==> src/hdl/phy_diag_pkg.sv <==
package phy_diag_pkg;

  // ----------------------------------------
  // clock and timing
  // ----------------------------------------
  localparam int unsigned CLK_PERIOD_NS = 10;
  localparam int unsigned BLINK_HALF_MS = 40;
  localparam int unsigned BLINK_CYCLES = (BLINK_HALF_MS * 1000000) / CLK_PERIOD_NS;
  localparam int unsigned QUALITY_US = 2;
  localparam int unsigned QUALITY_CYCLES = (QUALITY_US * 1000) / CLK_PERIOD_NS;

  // ----------------------------------------
  // register indices (byte address = 4 * index)
  // ----------------------------------------
  localparam logic [9:0] IDX_BASIC = 10'h000;
  localparam logic [9:0] IDX_PULSE_SEL = 10'h013;
  localparam logic [9:0] IDX_INT = 10'h01B;
  localparam logic [9:0] IDX_CTRL1C = 10'h01C;
  localparam logic [9:0] IDX_CABLE = 10'h01D;
  localparam logic [9:0] IDX_CTRL2 = 10'h01F;
  localparam logic [9:0] IDX_AMP = 10'h02D;
  localparam logic [9:0] IDX_QUALITY = 10'h0AC;

  // ----------------------------------------
  // field positions
  // ----------------------------------------
  localparam int unsigned BC_LOOP = 14;
  localparam int unsigned BC_SPEED = 13;
  localparam int unsigned BC_ANEG = 12;
  localparam int unsigned BC_DUPLEX = 8;
  localparam int unsigned C1C_LOCAL = 5;
  localparam int unsigned C2_SWAP = 14;
  localparam int unsigned C2_AUTO = 13;
  localparam int unsigned C2_IRQ_POL = 9;
  localparam int unsigned C2_LED_LO = 4;
  localparam int unsigned C2_REMOTE = 2;
  localparam int unsigned CT_START = 15;
  localparam int unsigned CT_RES_LO = 12;
  localparam int unsigned PS_LARGE = 15;
  localparam int unsigned AMP_LO = 4;
  localparam int unsigned Q_LO = 8;

  // ----------------------------------------
  // reset values and strap decode
  // ----------------------------------------
  localparam logic [15:0] BASIC_RST = 16'h3100;
  localparam logic [15:0] CTRL1C_RST = 16'h0000;
  localparam logic [15:0] CTRL2_RST = 16'h0000;
  localparam logic [3:0] AMP_RST = 4'h2;
  localparam logic [2:0] STRAP_AUTO_OFF = 3'h2;

  // ----------------------------------------
  // types
  // ----------------------------------------
  typedef enum logic [1:0] {
    LED_MAP_DEFAULT = 2'b00,
    LED_MAP_STATUS_ACT = 2'b01
  } led_map_e;

  typedef enum logic {
    CT_IDLE = 1'b0,
    CT_RUN = 1'b1
  } cable_state_e;

  // one di-bit lane: enable plus two data bits
  typedef struct packed {
    logic en;
    logic [1:0] d;
  } dibit_s;

  typedef struct packed {
    logic [2:0] strap_meta;
    logic [2:0] strap_sync;
    logic [1:0] strap_cnt;
    logic strap_done;
    logic wait_req;
    logic [31:0] rdata;
    logic [15:0] basic;
    logic pulse_large;
    logic [7:0] int_en;
    logic [7:0] int_stat;
    logic [15:0] ctrl1c;
    logic [15:0] ctrl2;
    logic [3:0] amp;
    cable_state_e ct_state;
    logic ct_start;
    logic [2:0] ct_result;
    logic [6:0] quality;
    logic [31:0] qcnt;
    logic [31:0] bcnt;
    logic blink_phase;
    logic act_seen;
    logic act_recent;
    logic led_a_n;
    logic led_b_n;
    logic irq;
    logic mdix_swap;
    dibit_s rmii_rx;
    dibit_s line_tx;
  } state_s;

endpackage

==> src/hdl/phy_status_diag_control.sv <==
// Function
// indicator outputs are active low: lit means pin low.
// default a=link/activity, b=speed; control-2 [5:4] selects link status/activity.
// link/activity: on with idle link, blinks with traffic.
// activity: blinks with traffic, off otherwise.
// speed: on for 100 Mbps link, off for 10 Mbps.
// link status: on while link up.
// interrupt register upper byte enables conditions onto the output.
// interrupt register lower byte holds sticky condition flags.
// reading the interrupt register clears its flags.
// control-2 bit 9 sets interrupt polarity, reset gives active low.
// crossover auto enable taken from three straps at reset.
// control-2 bit 13 later enables or disables auto crossover.
// manual crossover: normal pairs, control-2 bit 14 swaps them.
// auto crossover follows the pairs sensed from the partner.
// local loopback returns RMII transmit to RMII receive.
// controller sets basic control and bit 5 of 1Ch for local loopback.
// remote loopback returns line receive to line, only 100 full duplex.
// controller links at 100 full duplex, then sets control-2 bit 2.
// cable test starts on bit 15 write with auto crossover off.
// cable test bit 15 reads one while running, result in 14:12.
// controller runs small pulse then large pulse passes.
// controller combines the two pass results.
// seven-bit receive quality readable, refreshed every 2 us.
// activity blink uses a fixed visible period from the clock.
//
// The address map and register access over Avalon-MM were chosen for this implementation.
`timescale 1ns/1ns
`default_nettype none

module phy_status_diag_control #(
  parameter int unsigned BLINK_CYCLES = phy_diag_pkg::BLINK_CYCLES
) (
  // clock and reset
  input wire logic mclk_i,
  input wire logic rst_n_i,
  // avalon-mm slave
  input wire logic [11:0] avs_address_i,
  input wire logic avs_read_i,
  input wire logic avs_write_i,
  input wire logic [31:0] avs_writedata_i,
  input wire logic [3:0] avs_byteenable_i,
  output logic [31:0] avs_readdata_o,
  output logic avs_waitrequest_o,
  // straps from pins
  input wire logic [2:0] cfg_strap_i,
  // status from transceiver core
  input wire logic link_up_i,
  input wire logic speed100_i,
  input wire logic full_duplex_i,
  input wire logic activity_i,
  input wire logic partner_swap_i,
  input wire logic [7:0] irq_event_i,
  input wire logic [6:0] quality_raw_i,
  input wire logic tdr_done_i,
  input wire logic [2:0] tdr_result_i,
  // data lanes
  input wire phy_diag_pkg::dibit_s rmii_tx_i,
  input wire phy_diag_pkg::dibit_s core_rx_i,
  input wire phy_diag_pkg::dibit_s line_rx_i,
  output phy_diag_pkg::dibit_s rmii_rx_o,
  output phy_diag_pkg::dibit_s line_tx_o,
  // indicators and interrupt
  output logic indicator_out_a_n_o,
  output logic indicator_out_b_n_o,
  output logic irq_out_o,
  // crossover and cable test control
  output logic mdix_swap_o,
  output logic tdr_start_o,
  output logic tdr_large_o,
  output logic [3:0] tdr_amp_o
);

  phy_diag_pkg::state_s s_q;
  phy_diag_pkg::state_s s_d;

  function automatic logic hit(input logic [11:0] addr, input logic [9:0] idx);
    hit = (addr[11:2] == idx) && (addr[1:0] == 2'h0);
  endfunction

  function automatic logic [15:0] merge(input logic [15:0] old, input logic [31:0] wd,
                                        input logic [3:0] be);
    merge = {be[1] ? wd[15:8] : old[15:8], be[0] ? wd[7:0] : old[7:0]};
  endfunction

  // ----------------------------------------
  // next state
  // ----------------------------------------
  always_comb begin
    logic [15:0] rv;
    logic accept;
    logic auto_on;
    logic act_on;
    logic led_la;
    logic led_act;
    logic led_spd;
    logic led_lnk;
    logic irq_active;
    logic local_en;
    logic remote_en;
    logic [7:0] stat;
    rv = 16'h0000;
    accept = 1'b0;
    auto_on = 1'b0;
    act_on = 1'b0;
    led_la = 1'b0;
    led_act = 1'b0;
    led_spd = 1'b0;
    led_lnk = 1'b0;
    irq_active = 1'b0;
    local_en = 1'b0;
    remote_en = 1'b0;
    stat = 8'h00;
    s_d = s_q;

    // strap synchroniser and capture after release
    s_d.strap_meta = cfg_strap_i;
    s_d.strap_sync = s_q.strap_meta;
    if (!s_q.strap_done) begin
      s_d.strap_cnt = s_q.strap_cnt + 2'h1;
      if (s_q.strap_cnt == 2'h3) begin
        s_d.strap_done = 1'b1;
        // strap sets auto crossover
        s_d.ctrl2[phy_diag_pkg::C2_AUTO] = (s_q.strap_sync != phy_diag_pkg::STRAP_AUTO_OFF);
      end
    end

    // read mux
    if (hit(avs_address_i, phy_diag_pkg::IDX_BASIC)) begin
      rv = s_q.basic;
    end else if (hit(avs_address_i, phy_diag_pkg::IDX_PULSE_SEL)) begin
      rv = {s_q.pulse_large, 15'h0000};
    end else if (hit(avs_address_i, phy_diag_pkg::IDX_INT)) begin
      rv = {s_q.int_en, s_q.int_stat};
    end else if (hit(avs_address_i, phy_diag_pkg::IDX_CTRL1C)) begin
      rv = s_q.ctrl1c;
    end else if (hit(avs_address_i, phy_diag_pkg::IDX_CABLE)) begin
      // busy bit and fault result
      rv = {s_q.ct_state == phy_diag_pkg::CT_RUN, s_q.ct_result, 12'h000};
    end else if (hit(avs_address_i, phy_diag_pkg::IDX_CTRL2)) begin
      rv = s_q.ctrl2;
    end else if (hit(avs_address_i, phy_diag_pkg::IDX_AMP)) begin
      rv = {8'h00, s_q.amp, 4'h0};
    end else if (hit(avs_address_i, phy_diag_pkg::IDX_QUALITY)) begin
      // raw quality readable any time
      rv = {1'b0, s_q.quality, 8'h00};
    end

    // bus handshake: one wait cycle, then accept
    s_d.wait_req = 1'b1;
    if ((avs_read_i || avs_write_i) && s_q.wait_req) begin
      s_d.wait_req = 1'b0;
      s_d.rdata = {16'h0000, rv};
    end
    accept = (avs_read_i || avs_write_i) && !s_q.wait_req;

    // sticky flags, event wins over clear
    stat = s_q.int_stat;
    // read clears returned flags
    if (accept && avs_read_i && hit(avs_address_i, phy_diag_pkg::IDX_INT)) begin
      stat = stat & ~s_q.rdata[7:0];
    end
    s_d.int_stat = stat | irq_event_i;

    // cable test sequencing
    s_d.ct_start = 1'b0;
    if (s_q.ct_state == phy_diag_pkg::CT_RUN && tdr_done_i) begin
      s_d.ct_state = phy_diag_pkg::CT_IDLE;
      s_d.ct_result = tdr_result_i;
    end

    // register writes
    if (accept && avs_write_i) begin
      if (hit(avs_address_i, phy_diag_pkg::IDX_BASIC)) begin
        s_d.basic = merge(s_q.basic, avs_writedata_i, avs_byteenable_i);
      end else if (hit(avs_address_i, phy_diag_pkg::IDX_PULSE_SEL)) begin
        if (avs_byteenable_i[1]) begin
          s_d.pulse_large = avs_writedata_i[phy_diag_pkg::PS_LARGE];
        end
      end else if (hit(avs_address_i, phy_diag_pkg::IDX_INT)) begin
        if (avs_byteenable_i[1]) begin
          // enable byte
          s_d.int_en = avs_writedata_i[15:8];
        end
      end else if (hit(avs_address_i, phy_diag_pkg::IDX_CTRL1C)) begin
        s_d.ctrl1c = merge(s_q.ctrl1c, avs_writedata_i, avs_byteenable_i);
      end else if (hit(avs_address_i, phy_diag_pkg::IDX_CABLE)) begin
        // start only when idle with auto crossover off
        if (avs_byteenable_i[1] && avs_writedata_i[phy_diag_pkg::CT_START]
            && s_q.ct_state == phy_diag_pkg::CT_IDLE && !s_q.ctrl2[phy_diag_pkg::C2_AUTO]) begin
          s_d.ct_state = phy_diag_pkg::CT_RUN;
          s_d.ct_start = 1'b1;
        end
      end else if (hit(avs_address_i, phy_diag_pkg::IDX_CTRL2)) begin
        // software overrides strapped auto enable
        s_d.ctrl2 = merge(s_q.ctrl2, avs_writedata_i, avs_byteenable_i);
      end else if (hit(avs_address_i, phy_diag_pkg::IDX_AMP)) begin
        if (avs_byteenable_i[0]) begin
          s_d.amp = avs_writedata_i[phy_diag_pkg::AMP_LO +: 4];
        end
      end
    end

    // quality sampled every 2 us, no hysteresis
    if (s_q.qcnt >= phy_diag_pkg::QUALITY_CYCLES - 1) begin
      s_d.qcnt = 32'h0000_0000;
      s_d.quality = quality_raw_i;
    end else begin
      s_d.qcnt = s_q.qcnt + 32'h0000_0001;
    end

    // fixed blink period, activity caught per full blink cycle
    s_d.act_seen = s_q.act_seen | activity_i;
    if (s_q.bcnt >= BLINK_CYCLES - 1) begin
      s_d.bcnt = 32'h0000_0000;
      s_d.blink_phase = !s_q.blink_phase;
      // window opens on the lit half, so every blink shows both halves
      if (!s_q.blink_phase) begin
        s_d.act_recent = s_q.act_seen | activity_i;
        s_d.act_seen = 1'b0;
      end
    end else begin
      s_d.bcnt = s_q.bcnt + 32'h0000_0001;
    end
    act_on = s_q.act_recent && s_q.blink_phase;

    // link/activity: steady on, dark while blink_phase is low after activity
    led_la = link_up_i && !(s_q.act_recent && !s_q.blink_phase);
    // activity blinks only with traffic
    led_act = act_on;
    // speed lit at 100 Mbps
    led_spd = link_up_i && speed100_i;
    // link status
    led_lnk = link_up_i;

    // indicator mapping
    // drive low to light
    case (s_q.ctrl2[phy_diag_pkg::C2_LED_LO +: 2])
      phy_diag_pkg::LED_MAP_STATUS_ACT: begin
        s_d.led_a_n = !led_lnk;
        s_d.led_b_n = !led_act;
      end
      default: begin
        s_d.led_a_n = !led_la;
        s_d.led_b_n = !led_spd;
      end
    endcase

    // only enabled flags raise the output
    irq_active = |(s_q.int_en & s_q.int_stat);
    // polarity select, zero means active low
    s_d.irq = s_q.ctrl2[phy_diag_pkg::C2_IRQ_POL] ? irq_active : !irq_active;

    // auto follows sensed partner pairs
    // manual keeps or swaps pairs
    auto_on = s_q.ctrl2[phy_diag_pkg::C2_AUTO];
    s_d.mdix_swap = auto_on ? partner_swap_i : s_q.ctrl2[phy_diag_pkg::C2_SWAP];

    // local loopback needs loop, no aneg, full duplex, enable bit
    local_en = s_q.basic[phy_diag_pkg::BC_LOOP] && !s_q.basic[phy_diag_pkg::BC_ANEG]
               && s_q.basic[phy_diag_pkg::BC_DUPLEX] && s_q.ctrl1c[phy_diag_pkg::C1C_LOCAL];
    // remote loopback only at 100 full duplex with link
    remote_en = s_q.ctrl2[phy_diag_pkg::C2_REMOTE] && link_up_i && speed100_i
                && full_duplex_i;
    s_d.rmii_rx = local_en ? rmii_tx_i : core_rx_i;
    if (local_en) begin
      s_d.line_tx = '0;
    end else if (remote_en) begin
      s_d.line_tx = line_rx_i;
    end else begin
      s_d.line_tx = rmii_tx_i;
    end
  end

  // ----------------------------------------
  // state register
  // ----------------------------------------
  always_ff @(posedge mclk_i or negedge rst_n_i) begin
    if (!rst_n_i) begin
      s_q <= '0;
      s_q.wait_req <= 1'b1;
      s_q.basic <= phy_diag_pkg::BASIC_RST;
      s_q.ctrl1c <= phy_diag_pkg::CTRL1C_RST;
      s_q.ctrl2 <= phy_diag_pkg::CTRL2_RST;
      s_q.amp <= phy_diag_pkg::AMP_RST;
      s_q.ct_state <= phy_diag_pkg::CT_IDLE;
      s_q.led_a_n <= 1'b1;
      s_q.led_b_n <= 1'b1;
      s_q.irq <= 1'b1;
    end else begin
      s_q <= s_d;
    end
  end

  // ----------------------------------------
  // outputs
  // ----------------------------------------
  assign avs_readdata_o = s_q.rdata;
  assign avs_waitrequest_o = s_q.wait_req;
  assign indicator_out_a_n_o = s_q.led_a_n;
  assign indicator_out_b_n_o = s_q.led_b_n;
  assign irq_out_o = s_q.irq;
  assign mdix_swap_o = s_q.mdix_swap;
  assign tdr_start_o = s_q.ct_start;
  assign tdr_large_o = s_q.pulse_large;
  assign tdr_amp_o = s_q.amp;
  assign rmii_rx_o = s_q.rmii_rx;
  assign line_tx_o = s_q.line_tx;

endmodule

`default_nettype wire

==> config.mk <==
export PLATFORM = sky130hd
export DESIGN_NAME = phy_status_diag_control
export DESIGN_NICKNAME = d
export VERILOG_FILES = /design/src/hdl/phy_diag_pkg.sv /design/src/hdl/phy_status_diag_control.sv
export SDC_FILE = /design/constraint.sdc
export NUM_CORES = 1
export LEC_CHECK = 0
export BUFFER_PORTS_ARGS = -buffer_cell sky130_fd_sc_hd__buf_4
export CAP_MARGIN = 20
export CELL_PAD_IN_SITES_DETAIL_PLACEMENT = 0
export CELL_PAD_IN_SITES_GLOBAL_PLACEMENT = 1
export CORE_MARGIN = 1
export CORE_UTILIZATION = 25
export CTS_CLUSTER_DIAMETER = 40
export DETAILED_ROUTE_END_ITERATION = 12
export HOLD_SLACK_MARGIN = 0.02
export PLACE_DENSITY = 0.51
export RECOVER_POWER = 25
export SYNTH_ARGS = -nofsm -noshare
export SYNTH_HDL_FRONTEND = slang
export SYNTH_SLANG_ARGS = --single-unit
==> constraint.sdc <==
create_clock -name mclk_i -period 3.6 [get_ports mclk_i]
set_input_delay 0.18 -clock mclk_i [delete_from_list [all_inputs] [get_ports mclk_i]]
set_output_delay 0.18 -clock mclk_i [all_outputs]
set_load 0.02 [all_outputs]
=== Yosys cells after proc, flatten, opt, wreduce, memory -nomap -nowiden ===
Index checks and enable logic that the tools add are counted.

* $add $sub $neg: 3
* Multiply operators: 0
* Divide/modulo/power cells: 0
* $lt $le $gt $ge: 2
* Equality and inequality tests: 11
* Shift-type cells: 0
* Muxes and demuxes: 39
* Bitwise operators: 13
* Reduce and logical (&&, ||, !) cells: 51

{| class="wikitable"
|+ Operators by type and width
! cell !! number
|-
| $mux 20 || 5
|-
| $mux 16 || 6
|-
| $add 32x1->32 const B || 2
|-
| $mux 32 || 2
|-
| $eq 10x5->1 const B || 5
|-
| $mux 33 || 1
|-
| $ge 32x22->1 const B || 1
|-
| $ge 32x8->1 const B || 1
|-
| $mux 15 || 2
|-
| $logic_and 1x1->1 || 27
|-
| $mux 18 || 1
|-
| $and 8x8->8 || 2
|-
| $mux 8 || 2
|-
| $reduce_and 8->1 || 2
|-
| $mux 14 || 1
|-
| $mux 4 || 3
|-
| $reduce_and 6->1 || 2
|-
| $eq 10x6->1 const B || 1
|-
| $eq 10x8->1 const B || 1
|-
| $logic_not 1->1 || 10
|-
| $logic_not 10->1 || 1
|-
| $mux 2 || 5
|-
| $mux 3 || 3
|-
| $reduce_and 9->1 || 1
|-
| other kinds (18) || 32
|}

* Bits in registers: 184
* Latch bits: 0
* RAM bits: 0
* Memory bits (read-only): 0
* Bits of input ports: 88
* Output and inout bits: 49
* Logic and storage cells: 153
* Memories kept: 0

=== Longest topological paths before layout ===
* Word-level depth: 11
* Gate-level depth with buffers: 8
* Gate-level depth less buffers: 6

=== Worst setup path before layout ===
OpenSTA, ideal clock, no wires.

* Path type: flip-flop to flip-flop
* Start: register s_q[45] (netlist bit)
* End: register s_q[81] (netlist bit)
* Setup time: 0.125 ns
* Data arrival time: 1.817 ns
* Data required time: 3.475 ns
* Path slack: 1.658 ns
* Cell stages (with the launch flop): 6
* Buffers on the path: 1
* Clock period less this slack: 1.942 ns
* Cells stage by stage: dfrtp_1 > ha_1 > a2111oi_0 > o2111ai_1 > clkbuf_1 > mux2_2

* Word-level cells in the longest chain between the ends: 1

{| class="wikitable"
|+ RTL lines
! element !! RTL line !! text
|-
| start: declaration || phy_status_diag_control.sv:74 || <nowiki>phy_diag_pkg::state_s s_q;</nowiki>
|-
| $ge 32x8->1 || phy_status_diag_control.sv:205 || <nowiki>if (s_q.qcnt >= phy_diag_pkg::QUALITY_CYCLES - 1) begin</nowiki>
|}

No other way between the ends.
A chain may end at the register's enable or synchronous reset.

=== Worst setup path in the final report ===
* Start: register s_q (netlist bit avs_waitrequest_o)
* End: register s_q (netlist bit avs_readdata_o[11])

* Word-level cells in the longest chain between the ends: 1

{| class="wikitable"
|+ RTL lines
! element !! RTL line !! text
|-
| $logic_and 1x1->1 || phy_status_diag_control.sv:151 || <nowiki>if ((avs_read_i || avs_write_i) && s_q.wait_req) begin</nowiki>
|}

No other way between the ends.

==> impl_metrics.env <==
export IMPL_relSlewSlack_pct=31.2
export IMPL_async_flop_share_pct=100
export IMPL_die_area_sq_um=32900
export IMPL_power_density_nw_per_um2=438
export IMPL_wirelength_mm=20.8
export IMPL_cp_data_required_time_ns=3.95
export IMPL_cpMaxStageDelayCell="dfstp_2"
export IMPL_cts_root_buffer="clkbuf_16"
export IMPL_vias=5535
export IMPL_wire_per_inst_microns=16.5
export IMPL_clock_skew_ns=0.0124
export IMPL_cts_sinks=184
export IMPL_grt_pass1_vias=5699
export IMPL_ant_nets=0
export IMPL_overflow=0
export IMPL_cts_inserted_buffers=17
export IMPL_final_nets=940
export IMPL_ioPinCount=137
export IMPL_path_buf_inv=2
export IMPL_reg2reg_depth=6
export IMPL_synthCells=678
export IMPL_cts_tree="built"
export IMPL_die_h_microns=182
export IMPL_grt_usage_pct=13.3
export IMPL_run_status="finished clean"
export IMPL_setup_viol=0
export IMPL_cp_arrival_ns=2.55
export IMPL_reg2reg_from="avs_waitrequest_o"
export IMPL_drv_slew=0
export IMPL_rrSetupSlack_ns=1.41
export IMPL_hold_start="avs_writedata_i[15]"
export IMPL_tightest_slew_ns=1.03
export IMPL_end_kind="flop"
export IMPL_drv_cap=0
export IMPL_path_max_fanout=18
export IMPL_area_delta_synth_final_pct=27.1
export IMPL_worstSetupPathType="reg2reg"
export IMPL_clk_pin_slew_ns=0.08
export IMPL_syn_area_per_cell_sq_um=11.9
export IMPL_drt_iter0_drc=328
export IMPL_cts_setup_buffers=0
export IMPL_clk_latency_ns=0.44
export IMPL_clock_fmax_mhz=456
export IMPL_holdPathStages=3
export IMPL_hold_viol_final=0
export IMPL_core_area_sq_um=31600
export IMPL_routabilityCongestion=0.739
export IMPL_setup_tns_ns=0
export IMPL_die_w_microns=182
export IMPL_synth_seq_cells=184
export IMPL_holdBufCountCts=52
export IMPL_start_util_pct=25.5
export IMPL_clockBufferDepth=2
export IMPL_max_stage_delay_ns=0.58
export IMPL_num_antenna_cells=0
export IMPL_yosysSeqAreaShare_pct=57.3
export IMPL_final_layout_size_suffix_gt1_share_pct=24.4
export IMPL_cp_top_family="compound AO/OA/AOI/OAI gates"
export IMPL_viasPerCell=4.38
export IMPL_p_leak_nw=4.61
export IMPL_dpl_hpwl_mm=14.3
export IMPL_cts_htree_levels=4
export IMPL_fin_cells=1264
export IMPL_hold_class="in2reg"
export IMPL_startpoint_type="flop"
export IMPL_rr_endpoint="avs_readdata_o[11]"
export IMPL_synth_warnings=0
export IMPL_rsz0062_at_grt="false"
export IMPL_final_core_util_pct=32.4
export IMPL_synthDistinctLibCells=67
export IMPL_final_period_utilization_pct=61.0
export IMPL_finalCriticalPeriod_ns=2.19
export IMPL_antenna_found_initial=0
export IMPL_path_cells="o21a_1, buf_4, clkinv_1, a21oi_1, o221ai_1, o21ai_0"
export IMPL_rows=65
export IMPL_dp_cells=1179
export IMPL_synth_edf_count=0
export IMPL_grt_pass1_wl_mm=33.5
export IMPL_netlist_area_sq_um=8060
export IMPL_io_buffers=102
export IMPL_synth_ff_type="dfrtp_1"
export IMPL_drc_errors=0
export IMPL_ir_worst_vdd_mv=0.316
export IMPL_ctsResizeCount=0
export IMPL_drt_first_pass_iters=4
export IMPL_holdPathEnd="tdr_start_o"
export IMPL_grt_max_degree=120
-- flip-flops by register name (all words and copies together) (netlist names), 3 cells and up --
register,count
s_d,3
tdr_amp_o,4
rmii_rx_o,3
avs_readdata_o,16
line_tx_o,3
s_q,148
-- Yosys cell counts, types with 2 or more instances --
cell type	instances	area share, %
mux2_2	68	9.5
a21o_1	11	1.0
buf_2	9	0.56
a211oi_1	2	0.19
a21oi_1	30	1.9
o221ai_1	4	0.43
o2111ai_1	2	0.22
dfrtp_1	176	55
dfstp_2	8	2.6
and4_1	4	0.43
or3_1	2	0.16
nor2_1	56	2.6
or2_2	2	0.16
and2_1	2	0.16
o211ai_1	3	0.28
mux2_1	4	0.56
nand4_1	13	1.0
nor4_1	11	0.85
and4b_1	2	0.25
a31oi_1	6	0.47
xnor2_1	8	0.87
nor2_4	3	0.42
nor2_8	2	0.50
and3_1	20	1.6
nor2b_1	3	0.23
o21ai_0	14	0.87
xor2_1	19	2.1
inv_1	8	0.37
nand2_1	46	2.1
a221oi_1	7	0.76
nor3_1	6	0.37
ha_1	3	0.47
a22oi_1	4	0.37
o22ai_1	5	0.39
nand2b_1	2	0.16
nand3_1	22	1.4
clkbuf_1	9	0.42
mux2i_1	11	1.4
buf_4	43	4.0
-- worst max-delay path by stage --
| stage | startpoint | endpoint | slack, ns | cells past startpoint |
|---|---|---|---|---|
| after floorplan | s_q[45] | s_q[81] | 1.66 | 5 |
| after global routing | avs_waitrequest_o | avs_readdata_o[11] | 1.18 | 6 |
| final | avs_waitrequest_o | avs_readdata_o[11] | 1.41 | 6 |
| after global placement | avs_address_i[1] | s_q[143] | 1.13 | 6 |
| after CTS | s_q[28] | s_q[10] | 1.14 | 5 |
| after detailed placement | avs_address_i[1] | s_q[145] | 1.13 | 6 |
-- placed cells by master, fill, tap and decap left out, types with 6 or more instances in the layout --
cell type,Yosys,layout
and3_1,20,20
nor4_1,11,11
a21o_1,11,11
dlygate4sd3_1,0,52
o21ai_0,14,14
a221oi_1,7,7
nor3_1,6,6
mux2i_1,11,11
nand3_1,22,22
nor2_1,56,56
dfrtp_1,176,176
xor2_1,19,19
nand2_1,46,46
clkbuf_16,0,17
inv_1,8,8
xnor2_1,8,8
a21oi_1,30,30
conb_1,1,50
a31oi_1,6,6
clkbuf_1,9,30
buf_4,43,78
nand4_1,13,13
mux2_2,68,68
dfstp_2,8,7
-- routing by layer --
metal | routed length [microns] | global-route usage [%]
met5 | 0 | 0
met4 | 293 | 3.66
met1 | 10300 | 18.8
met3 | 862 | 3.01
met2 | 9380 | 20.3
-- kinds of logic after synthesis --
kind of cell	Yosys count	share of synthesized area [%]
and+or+nand+nor	211	14.5
other	1	0.0465
adders and majority gates	3	0.466
xor gates and xnor gates	27	2.94
AOI/OAI and AO/OA	97	7.87
muxes	83	11.4
buffers and inverters	72	5.51
DFF	184	57.3
-- where the power goes --
| group | total [mW] | internal, mW | switching, mW |
|---|---|---|---|
| sequential | 2.15 | 2.12 | 0.0306 |
| clock | 1.98 | 1.08 | 0.902 |
| combinational | 0.357 | 0.147 | 0.211 |
-- metrics by stage --
| stage | hold WS [ns] | cell area (sq um) | worst slack (ns) | total power [mW] |
|---|---|---|---|---|
| after detailed placement | 0.294 | 9210 | 1.13 | 2.53 |
| after CTS | 0.0297 | 10300 | 1.14 | 4.58 |
| after floorplan | -0.116 | 8240 | 1.66 | 2.36 |
| final | 0.0522 | 10200 | 1.41 | 4.49 |
| after global routing | 0.0431 | 10200 | 1.18 | 4.70 |
| after global placement | 0.291 | 9210 | 1.13 | 2.53 |
-- worst min-delay path: cells and delay by family --
kind                   cells  cell delay (ns)
buffers and inverters      1             0.14
and+or+nand+nor            2             0.12
-- final cells by class --
cell class | instances | area (sq um)
Tap cell | 402 | 503
Inverter | 9 | 33.8
Multi-Input combinational cell | 471 | 3190
Clock inverter | 14 | 175
Sequential cell | 184 | 4610
Timing Repair Buffer | 166 | 1290
Clock buffer | 18 | 439
Fill cell | 3195 | 21400
Note: power is estimated with default switching activity, not from simulation.
